### src/adc_ctl_pkg.sv
// Package: constants, register map and carrier types for the converter controller
package adc_ctl_pkg;

   // ----------------------------------------------------------------
   // Clocking and timing
   // ----------------------------------------------------------------
   localparam int REF_CLK_MHZ = 100;                    // Core clock rate
   localparam int SCLK_KHZ = 1680;                      // Serial clock target, idle low
   localparam int SCLK_HALF_CYC = (REF_CLK_MHZ * 1000) / (2 * SCLK_KHZ); // Rounded down
   localparam int ICLK_WAIT_NS = 7600;                  // Internal-clock conversion wait
   localparam int ICLK_WAIT_CYC = (ICLK_WAIT_NS * REF_CLK_MHZ + 999) / 1000;
   localparam int DELAY_MIN_US = 100;                   // Sample delay lower limit
   localparam int DELAY_MAX_US = 1000;                  // Sample delay upper limit
   localparam int CYC_PER_US = REF_CLK_MHZ;             // Cycles per microsecond
   localparam int LOG_MIN_PERIOD_US = 100000;           // Logging capped at 10 records/s
   localparam int COM_AVG_SHIFT = 2;                    // Averaging over four readings
   localparam int COM_AVG_COUNT = 4;

   // ----------------------------------------------------------------
   // Command word fields
   // ----------------------------------------------------------------
   localparam logic [15:0] START_BIT_24 = 16'h0080;     // Start bit of the 24-bit scheme
   localparam logic [15:0] START_BIT_16 = 16'h0100;     // Start bit of the 16-bit scheme
   localparam logic [15:0] READ_WORD = 16'h0000;        // Zero fill during readback
   localparam int WORD_BITS = 16;
   localparam int RESULT_BITS = 12;

   // ----------------------------------------------------------------
   // Register offsets (byte addresses)
   // ----------------------------------------------------------------
   localparam logic [11:0] CTRL_OFS = 12'h000;
   localparam logic [11:0] CHAN_OFS = 12'h004;
   localparam logic [11:0] DELAY_OFS = 12'h008;
   localparam logic [11:0] STATUS_OFS = 12'h00C;
   localparam logic [11:0] RESULT_OFS = 12'h020;        // Eight words, one per channel
   localparam logic [11:0] COMV_OFS = 12'h014;

   // ----------------------------------------------------------------
   // Control register bit positions
   // ----------------------------------------------------------------
   localparam int CTRL_GO = 0;            // Write 1: start a run
   localparam int CTRL_MODE16 = 1;        // 0: 24-bit framing, 1: 16-bit framing
   localparam int CTRL_INTCLK = 2;        // Internal-clock conversion mode
   localparam int CTRL_PCYCLE = 3;        // Power cycling between readings, 24-bit framing only
   localparam int CTRL_QUICKPD = 4;       // Quick power down instead of full
   localparam int CTRL_EXTERNAL_COMMON_PAD = 5;        // Common input to external pad
   localparam int CTRL_COMMEAS = 6;       // Write 1: measure external common
   localparam int CTRL_LOG = 7;           // Logging pace
   localparam int CTRL_CONT = 8;          // Free-running sampling
   localparam int CTRL_RUN_BITS = 9;
   localparam logic [31:0] CTRL_RST = 32'h0000_0000;
   localparam logic [31:0] CHAN_RST = 32'h0000_0001;
   localparam logic [31:0] DELAY_RST = 32'h0000_0064;

   // Configuration byte encodings (power mode field)
   localparam logic [1:0] PD_FULL = 2'b00;
   localparam logic [1:0] PD_QUICK = 2'b01;
   localparam logic [1:0] PD_ON_INT = 2'b10;
   localparam logic [1:0] PD_ON_EXT = 2'b11;

   // ----------------------------------------------------------------
   // Carrier types
   // ----------------------------------------------------------------
   typedef struct packed {
      logic sclk;
      logic cs_n;
      logic din;
   } adc_pins_t;

   typedef struct packed {
      logic [15:0] word;    // Word to shift out
      logic last;           // Release chip select after this word
   } xfer_req_t;

endpackage

### src/adc_serial_conversion_control.sv
// Host controller that drives the serial converter from APB registers
//
// The implementer's own choices: the APB register port and the placing of the registers.
`timescale 1ns/10ps
// ----------------------------------------------------------------
// Overview of operation
// - Power down between readings, full power converting; here only with power cycling on and 24-bit framing
// - Serial clock near 1.68MHz, idles low
// - Data stable and sampled on rising edge
// - 24-bit: zeros, start bit, channel, config
// - 24-bit: then sixteen zero bits, read result
// - Chip select held low across both segments
// - Internal clock: wait 7.6us before readback
// - Result left justified after one zero
// - 24-bit scheme sustains about 59ksps; the 100us minimum gap limits it here to about 8.4ksps
// - 16-bit scheme: chip select low continuously, here only when free-running
// - Common to ground unless external selected
// - Common measure: pad to ch0, average, restore
// - Single channel sampled 100sps to 91ksps; here about 980sps to 8.4ksps, set by the sample delay
// - Sample delay settable 100us to 1000us
// - Logging delays between channels, one record
// - Logging pace at most 10sps; here the 100ms wait after each record caps records, not samples
// ----------------------------------------------------------------
module adc_serial_conversion_control
   import adc_ctl_pkg::*;
(
   // Core clock and reset
   input wire logic ref_clk,
   input wire logic reset,
   // APB slave
   input wire logic psel,
   input wire logic penable,
   input wire logic pwrite,
   input wire logic [11:0] paddr,
   input wire logic [31:0] pwdata,
   output logic [31:0] prdata,
   output logic pready,
   output logic pslverr,
   // Converter serial pins
   output logic adc_sclk,
   output logic adc_cs_n,
   output logic adc_din,
   input wire logic adc_dout,
   // Analog switch controls
   output logic com_to_ext,
   output logic ext_to_ch0
);

   // ----------------------------------------------------------------
   // State encodings
   // ----------------------------------------------------------------
   typedef enum logic [6:0] {
      S_IDLE = 7'b000_0001,
      S_LOAD = 7'b000_0010,
      S_SHIFT = 7'b000_0100,
      S_WAIT = 7'b000_1000,
      S_DONE = 7'b001_0000,
      S_GAP = 7'b010_0000,
      S_PDWN = 7'b100_0000
   } seq_t;

   seq_t state_ff;
   seq_t nxt_state;

   // ----------------------------------------------------------------
   // Registers
   // ----------------------------------------------------------------
   logic [31:0] ctrl_ff;          // Control bits, sticky except go and measure
   logic [7:0] chan_en_ff;        // Enabled channels
   logic [10:0] delay_us_ff;      // Gap between samples, microseconds
   logic [11:0] result_ff[8];     // Last result per channel
   logic [15:0] comv_ff;          // Averaged common voltage code
   logic busy_ff;
   logic record_ff;               // Toggles after each full record
   logic comm_ff;                 // Common-voltage measurement active
   logic [1:0] comm_cnt_ff;
   logic [13:0] comm_acc_ff;
   logic saved_ext_ff;            // Switch setting to restore
   logic [2:0] chan_ff;           // Channel being converted
   logic [1:0] seg_ff;            // 0: command word, 1: read word
   logic [15:0] tx_ff;
   logic [15:0] rx_ff;
   logic [4:0] bit_ff;
   logic [7:0] half_ff;           // Serial clock half-period counter
   logic [23:0] wait_ff;          // Gap, wait and pacing counter
   logic sclk_ff;
   logic cs_n_ff;
   logic din_ff;
   logic dout_s1_ff;              // Synchroniser first stage
   logic dout_s2_ff;

   // ----------------------------------------------------------------
   // APB decode: zero wait states, unmapped addresses error
   // ----------------------------------------------------------------
   logic acc;
   logic wr;
   logic mapped;
   assign acc = psel & penable;
   assign wr = acc & pwrite;
   assign mapped = (paddr == CTRL_OFS) || (paddr == CHAN_OFS) || (paddr == DELAY_OFS)
      || (paddr == STATUS_OFS) || (paddr[11:5] == RESULT_OFS[11:5]) || (paddr == COMV_OFS);

   // Ready and error answer in the access cycle
   always_ff @(posedge ref_clk) begin
      if (reset) begin
         pready <= 1'b0;
         pslverr <= 1'b0;
      end else begin
         pready <= psel & ~penable;
         pslverr <= psel & ~penable & ~mapped;
      end
   end

   // Read data registered in the setup cycle so it is ready at access
   always_ff @(posedge ref_clk) begin
      if (reset) begin
         prdata <= 32'h0000_0000;
      end else if (psel & ~penable) begin
         if (paddr == CTRL_OFS) begin
            prdata <= ctrl_ff;
         end else if (paddr == CHAN_OFS) begin
            prdata <= {24'h00_0000, chan_en_ff};
         end else if (paddr == DELAY_OFS) begin
            prdata <= {21'h00_0000, delay_us_ff};
         end else if (paddr == STATUS_OFS) begin
            prdata <= {27'h000_0000, record_ff, comm_ff, chan_ff[0], ~cs_n_ff, busy_ff};
         end else if (paddr == COMV_OFS) begin
            prdata <= {16'h0000, comv_ff};
         end else if (paddr[11:5] == RESULT_OFS[11:5]) begin
            prdata <= {20'h0_0000, result_ff[paddr[4:2]]};
         end else begin
            prdata <= 32'h0000_0000;
         end
      end
   end

   // Control and configuration writes; the delay is clamped to its range
   always_ff @(posedge ref_clk) begin
      if (reset) begin
         ctrl_ff <= CTRL_RST;
         chan_en_ff <= CHAN_RST[7:0];
         delay_us_ff <= DELAY_RST[10:0];
      end else if (wr) begin
         if (paddr == CTRL_OFS) begin
            ctrl_ff <= {23'h00_0000, pwdata[CTRL_RUN_BITS-1:0]};
         end else if (paddr == CHAN_OFS) begin
            chan_en_ff <= pwdata[7:0];
         end else if (paddr == DELAY_OFS) begin
            if (pwdata < DELAY_MIN_US) begin
               delay_us_ff <= 11'(DELAY_MIN_US);
            end else if (pwdata > DELAY_MAX_US) begin
               delay_us_ff <= 11'(DELAY_MAX_US);
            end else begin
               delay_us_ff <= pwdata[10:0];
            end
         end
      end else begin
         // Go and measure are self-clearing once taken
         if (state_ff == S_IDLE) begin
            ctrl_ff[CTRL_GO] <= 1'b0;
            ctrl_ff[CTRL_COMMEAS] <= 1'b0;
         end
      end
   end

   // ----------------------------------------------------------------
   // Serial data input synchroniser
   // ----------------------------------------------------------------
   always_ff @(posedge ref_clk) begin
      if (reset) begin
         dout_s1_ff <= 1'b0;
         dout_s2_ff <= 1'b0;
      end else begin
         dout_s1_ff <= adc_dout;
         dout_s2_ff <= dout_s1_ff;
      end
   end

   // ----------------------------------------------------------------
   // Command word builder
   // ----------------------------------------------------------------
   logic [1:0] pd_sel;
   logic [7:0] cfg_byte;
   logic [2:0] conv_chan;
   assign conv_chan = comm_ff ? 3'd0 : chan_ff;
   // Power field: full power during conversion, internal or external clock
   assign pd_sel = ctrl_ff[CTRL_INTCLK] ? PD_ON_INT : PD_ON_EXT;
   // Start, channel, unipolar single-ended, power
   assign cfg_byte = {1'b1, conv_chan, 1'b1, 1'b1, pd_sel};
   logic [15:0] cmd_word;
   logic [15:0] pd_word;
   assign cmd_word = ctrl_ff[CTRL_MODE16] ? ({7'h00, cfg_byte, 1'b0} | START_BIT_16)
      : ({8'h00, cfg_byte} | START_BIT_24);
   // Power-down word after a reading when cycling is on
   assign pd_word = {8'h00, 1'b1, conv_chan, 2'b11,
      ctrl_ff[CTRL_QUICKPD] ? PD_QUICK : PD_FULL};

   // ----------------------------------------------------------------
   // Sequencer
   // ----------------------------------------------------------------
   logic start_run;
   logic next_chan_ok;
   logic [2:0] next_chan;
   // A common measurement keeps restarting until all its readings are taken
   assign start_run = ctrl_ff[CTRL_GO] | ctrl_ff[CTRL_COMMEAS] | ctrl_ff[CTRL_CONT] | comm_ff;

   // Next enabled channel above the current one, wrap flagged
   always_comb begin
      next_chan = chan_ff;
      next_chan_ok = 1'b0;
      for (int i = 7; i >= 1; i--) begin
         if (chan_en_ff[3'(chan_ff + 3'(i))] && (32'(chan_ff) + i <= 7)) begin
            next_chan = 3'(chan_ff + 3'(i));
            next_chan_ok = 1'b1;
         end
      end
   end

   logic half_tick;
   assign half_tick = (half_ff == 8'(SCLK_HALF_CYC - 1));

   always_comb begin
      nxt_state = state_ff;
      unique case (state_ff)
         S_IDLE: if (start_run) nxt_state = S_LOAD;
         S_LOAD: nxt_state = S_SHIFT;
         S_SHIFT: begin
            if (half_tick && sclk_ff && bit_ff == 5'd0) begin
               if (seg_ff == 2'd0 && !ctrl_ff[CTRL_MODE16]) begin
                  nxt_state = ctrl_ff[CTRL_INTCLK] ? S_WAIT : S_LOAD;
               end else if (seg_ff == 2'd2) begin
                  nxt_state = S_GAP;
               end else begin
                  nxt_state = S_DONE;
               end
            end
         end
         S_WAIT: if (wait_ff == 24'd0) nxt_state = S_LOAD;
         S_DONE: nxt_state = (ctrl_ff[CTRL_PCYCLE] && !ctrl_ff[CTRL_MODE16]) ? S_PDWN : S_GAP;
         S_PDWN: nxt_state = S_LOAD;
         S_GAP: if (wait_ff == 24'd0) nxt_state = S_IDLE;
         default: nxt_state = S_IDLE;
      endcase
   end

   always_ff @(posedge ref_clk) begin
      if (reset) begin
         state_ff <= S_IDLE;
      end else begin
         state_ff <= nxt_state;
      end
   end

   // Word, segment, bit and clock generation
   always_ff @(posedge ref_clk) begin
      if (reset) begin
         sclk_ff <= 1'b0;
         cs_n_ff <= 1'b1;
         din_ff <= 1'b0;
         tx_ff <= 16'h0000;
         rx_ff <= 16'h0000;
         bit_ff <= 5'd0;
         half_ff <= 8'd0;
         seg_ff <= 2'd0;
      end else begin
         unique case (state_ff)
            S_IDLE: begin
               sclk_ff <= 1'b0;
               half_ff <= 8'd0;
               seg_ff <= 2'd0;
               // 16-bit free-running keeps chip select low
               if (!(ctrl_ff[CTRL_MODE16] && ctrl_ff[CTRL_CONT])) cs_n_ff <= 1'b1;
            end
            S_LOAD: begin
               cs_n_ff <= 1'b0;
               tx_ff <= (seg_ff == 2'd1) ? READ_WORD : ((seg_ff == 2'd2) ? pd_word
                  : cmd_word);
               din_ff <= 1'b0;
               bit_ff <= 5'(WORD_BITS - 1);
               half_ff <= 8'd0;
            end
            S_SHIFT: begin
               half_ff <= half_tick ? 8'd0 : half_ff + 8'd1;
               if (half_tick) begin
                  sclk_ff <= ~sclk_ff;
                  if (!sclk_ff) begin
                     // Rising edge: data set up earlier, sample input now
                     rx_ff <= {rx_ff[14:0], dout_s2_ff};
                  end else begin
                     // Falling edge: present next bit ahead of the rising edge
                     if (bit_ff != 5'd0) bit_ff <= bit_ff - 5'd1;
                  end
               end
               if (!sclk_ff) din_ff <= tx_ff[bit_ff[3:0]];
               if (half_tick && sclk_ff && bit_ff == 5'd0) begin
                  seg_ff <= (seg_ff == 2'd0 && !ctrl_ff[CTRL_MODE16]) ? 2'd1 : seg_ff;
               end
            end
            S_DONE: seg_ff <= 2'd2;
            S_GAP: begin
               sclk_ff <= 1'b0;
               if (!(ctrl_ff[CTRL_MODE16] && ctrl_ff[CTRL_CONT])) cs_n_ff <= 1'b1;
            end
            default: sclk_ff <= 1'b0;
         endcase
      end
   end

   // Wait counter: conversion wait and gap between samples
   always_ff @(posedge ref_clk) begin
      if (reset) begin
         wait_ff <= 24'd0;
      end else if (nxt_state == S_WAIT && state_ff != S_WAIT) begin
         wait_ff <= 24'(ICLK_WAIT_CYC - 1);
      end else if (nxt_state == S_GAP && state_ff != S_GAP) begin
         if (ctrl_ff[CTRL_LOG] && !next_chan_ok) begin
            wait_ff <= 24'(LOG_MIN_PERIOD_US * CYC_PER_US - 1);
         end else begin
            wait_ff <= 24'(delay_us_ff) * 24'(CYC_PER_US) - 24'd1;
         end
      end else if (wait_ff != 24'd0) begin
         wait_ff <= wait_ff - 24'd1;
      end
   end

   // Result capture, channel stepping and record tracking
   logic [11:0] res;
   assign res = rx_ff[14:3];
   always_ff @(posedge ref_clk) begin
      if (reset) begin
         chan_ff <= 3'd0;
         busy_ff <= 1'b0;
         record_ff <= 1'b0;
         for (int i = 0; i < 8; i++) result_ff[i] <= 12'h000;
      end else begin
         busy_ff <= (state_ff != S_IDLE);
         if (state_ff == S_DONE && !comm_ff) begin
            result_ff[chan_ff] <= res;
         end
         if (state_ff == S_GAP && wait_ff == 24'd0 && !comm_ff) begin
            if (next_chan_ok && !ctrl_ff[CTRL_CONT]) begin
               chan_ff <= next_chan;
            end else if (!ctrl_ff[CTRL_CONT]) begin
               record_ff <= ~record_ff;
               chan_ff <= 3'd0;
            end
         end
      end
   end

   // Common-voltage measurement: swap switches, average, restore
   always_ff @(posedge ref_clk) begin
      if (reset) begin
         comm_ff <= 1'b0;
         comm_cnt_ff <= 2'd0;
         comm_acc_ff <= 14'd0;
         comv_ff <= 16'h0000;
         saved_ext_ff <= 1'b0;
         com_to_ext <= 1'b0;
         ext_to_ch0 <= 1'b0;
      end else begin
         if (state_ff == S_IDLE && ctrl_ff[CTRL_COMMEAS] && !comm_ff) begin
            comm_ff <= 1'b1;
            saved_ext_ff <= ctrl_ff[CTRL_EXTERNAL_COMMON_PAD];
            com_to_ext <= 1'b0;
            ext_to_ch0 <= 1'b1;
            comm_cnt_ff <= 2'd0;
            comm_acc_ff <= 14'd0;
         end else if (comm_ff && state_ff == S_DONE) begin
            comm_acc_ff <= comm_acc_ff + {2'b00, res};
            comm_cnt_ff <= comm_cnt_ff + 2'd1;
            if (comm_cnt_ff == 2'(COM_AVG_COUNT - 1)) begin
               comv_ff <= 16'((comm_acc_ff + {2'b00, res}) >> COM_AVG_SHIFT);
               comm_ff <= 1'b0;
               com_to_ext <= saved_ext_ff;
               ext_to_ch0 <= 1'b0;
            end
         end else if (!comm_ff) begin
            com_to_ext <= ctrl_ff[CTRL_EXTERNAL_COMMON_PAD];
         end
      end
   end

   // ----------------------------------------------------------------
   // Pin outputs straight from flip-flops
   // ----------------------------------------------------------------
   assign adc_sclk = sclk_ff;
   assign adc_cs_n = cs_n_ff;
   assign adc_din = din_ff;

endmodule

### config.mk
export PLATFORM = sky130hd
export DESIGN_NAME = adc_serial_conversion_control
export DESIGN_NICKNAME = d
export VERILOG_FILES = /design/src/adc_ctl_pkg.sv /design/src/adc_serial_conversion_control.sv
export SDC_FILE = /design/constraint.sdc
export NUM_CORES = 1
export LEC_CHECK = 0
export ABC_AREA = 1
export BUFFER_PORTS_ARGS = -buffer_cell sky130_fd_sc_hd__buf_2
export CORE_MARGIN = 3
export CORE_UTILIZATION = 40
export CTS_CLUSTER_DIAMETER = 100
export DETAILED_ROUTE_END_ITERATION = 7
export PLACE_DENSITY = 0.53
export SLEW_MARGIN = 20
export SYNTH_ARGS = -nofsm -noshare
export SYNTH_HDL_FRONTEND = slang
export SYNTH_SLANG_ARGS = --single-unit
### constraint.sdc
create_clock -name ref_clk -period 9.13 [get_ports ref_clk]
set_input_delay 1.3695 -clock ref_clk [delete_from_list [all_inputs] [get_ports ref_clk]]
set_output_delay 1.3695 -clock ref_clk [all_outputs]
set_load 0.005 [all_outputs]
==> qor.csv <==
metric,value,unit
synth_area_per_cell,7.58,um2
synthTopCellsByCount,"nand2_1, nor2_1, inv_1, dfxtp_1, a21oi_1",
grt_pass1_vias,12100,
hold_viol_final,0,
fin_skew,0.0115,ns
r2r_slack,5.53,ns
portBuffers,69,
reg2reg_from,delay_us_ff[2],
p_per_area,180,mW/mm2
hold_depth,2,
grt_usage,21.4,%
area_growth,10.5,%
crit_type,reg -> reg,
max_clock_freq,278,MHz
seqCellArea,0.00597,mm2
fin_crit_sh,39.4,%
cts.sinks,250,
status,"finished, final reports clean",
rows,68,
initial_core_util,41.2,%
fin_crit,3.60,ns
cts_tree,done,
synthTopCellsByArea,"dfxtp_1, edfxtp_1, nand2_1",
wire_per_inst,17.2,um
min-delay-start,saved_ext_ff,
via_per_inst,5.19,
hpwlAfterDp,31100,um
worst_hold_slack,0.451,ns
postCtsSetupBuffers,0,
die_y,196,um
relSlewSlack,35.2,%
arrival,4.08,ns
tightest_slew,0.968,ns
rsz0062_at_grt,false,
setup_viol,0,
hold_buffers,0,
switching_share,28.9,%
crit_fanout,7,
grt_overflow,0,
design.core.area,0.0351,mm2
final_layout_size_suffix_gt1_share,10.2,%
peakVddDrop,170,uV
syn_area,0.0144,mm2
io_pins,89,
die_area,0.0384,mm2
required,9.61,ns
firstDrtPassIters,5,
detail-route-antenna-nets,0,
synth_top_cell_area_share,21.3,%
timing.rr.end,wait_ff[18],
tns,0,ns
yosys.area.top_type,dfxtp_1,
grt_first_pass_wirelength,66000,um
grt_max_degree,67,
synth-seq-cells,250,
chipWidth,196,um
critPathLaunchType,flop,
hp-class,reg -> reg,
yosysMostFrequentCell,nand2_1,
root_buffer,clkbuf_16,
htreeDepth,1,
place_inst,2383,
synthArstFlopShare,0,%
clkTransAtPathRegs,0.06,ns
synth_edf_count,96,
synth_ff_type,dfxtp_1,
p_int,2.04,mW
numCtsBuffers,27,
drv_cap,0,
cp-end-kind,flop,
seq_power_share,44.6,%
ctsResizeCount,0,
layoutNonFillerInstCount,2432,
total_leakage_power,6.73,nW
initialDrtViolationCount,609,
drc_errors,0,
antenna_found_initial,0,
synth_warnings,0,
wl,41900,um
p_comb_share,17.3,%
power.share.clock,38.1,%
rr_worst_depth,16,
slew_violations,0,
yosysUniqueCellTypes,63,
ys_seq_area_share,41.3,%
fill_cells,3619,
p_sw,828,uW
min_to,saved_ext_ff,
multiInputGateArea,0.00725,mm2
vias,12600,
num_antenna_cells,0,
syn_inst,1906,
finalPower,2.87,mW
nets,2080,
insertion_delay,0.56,ns
clk_path_buf_depth,3,
gp_congestion,0.910,
per-layer routing:
metal | global-route usage (%) | up-vias | share of wire [%]
met5 | 0 | - | 0
met4 | 5.81 | 0 | 2.7
met3 | 2.68 | 64 | 3.8
met2 | 36.3 | 273 | 48
met1 | 28.8 | 5904 | 46
li1 | - | 6387 | -
cell families (layout without fill, tap and decap cells):
family / after synthesis / after routing / synth area share [%]
adder cells (fa/ha/maj): 73 / 73 / 6.69
XOR/XNOR: 34 / 34 / 2.06
buffers and inverters: 307 / 360 / 8.98
other: 1 / 19 / 0.0260
AND/OR/NAND/NOR: 910 / 910 / 28.0
AO/OA/AOI/OAI: 331 / 331 / 13.0
flip-flops: 250 / 250 / 41.3
cell usage in the layout, fill, tap and decap left out, types with 11 or more instances in the layout:
cell type	synthesis	final
conb_1	1	19
inv_2	10	11
nor2_2	14	14
nor3_1	30	30
xor2_1	20	20
nor2_1	248	248
ha_1	66	66
buf_2	18	69
inv_1	208	207
xnor2_1	14	14
nand2_1	416	416
nand4_1	25	25
edfxtp_1	96	96
a31oi_1	14	14
dfxtp_1	154	154
clkbuf_16	0	27
nand3_1	113	113
a22oi_1	18	18
o211ai_1	12	12
a21oi_1	131	131
o21ai_0	111	111
clkinv_1	11	11
stage by stage:
step	worst slack (ns)	cell area (um2)	util, %
after floorplan	6.05	14500	-
after global placement	5.35	15100	43.0
after detailed placement	5.28	15100	43.0
after CTS	5.53	16000	45.5
after global routing	5.22	16000	45.5
final	5.53	16000	45.5
worst max-delay path, stage by stage, from the launching register on:
cell and delay [ns]:
dfxtp_1 0.51, inv_1 0.13, ha_1 0.30, ha_1 0.31
ha_1 0.31, inv_1 0.06, fa_1 0.55, inv_1 0.07
nor2_1 0.20, nand2_1 0.13, inv_1 0.07, nand3_1 0.06
nor2_1 0.21, nand4_1 0.15, nor3_1 0.19, nand3_2 0.13
a21oi_1 0.15
registers in the layout (all words and copies together), names as in the netlist, 5 cells and up:
register and cells:
bit_ff 5, chan_en_ff 8, comm_acc_ff 14, comv_ff 13
ctrl_ff 9, delay_us_ff 11, half_ff 8, prdata 13
result_ff 96, rx_ff 15, state_ff 7, tx_ff 8
wait_ff 24
power groups by stage:
stage | clock network [mW] | registers, mW | logic (mW)
after CTS | 1.11 | 1.28 | 0.498
after global routing | 1.15 | 1.29 | 0.575
after global placement | 0 | 1.30 | 0.493
final | 1.09 | 1.28 | 0.497
after detailed placement | 0 | 1.30 | 0.494
after floorplan | 0 | 1.29 | 0.384
area by class of cell:
cell class / instances / area share [%]
multi-input cells: 1367 / 45.5
inverters: 233 / 5.54
clock buffers: 42 / 5.00
repair buffers: 78 / 2.59
clock inverters: 7 / 0.470
flip-flops and latches: 250 / 37.4
well taps: 455 / 3.57
how the worst max path moves through the flow:
stage / start / endpoint / slack (ns) / cells past startpoint
2_1_floorplan: delay_us_ff[2] / wait_ff[18] / 6.05 / 16
5_1_grt: delay_us_ff[2] / wait_ff[21] / 5.22 / 16
6_report: delay_us_ff[2] / wait_ff[18] / 5.53 / 16
4_1_cts: delay_us_ff[2] / wait_ff[21] / 5.53 / 16
3_3_place_gp: reset / result_ff[0][5] / 5.35 / 7
3_5_place_dp: reset / result_ff[0][5] / 5.28 / 7
Note: power is estimated with default switching activity, not from simulation.
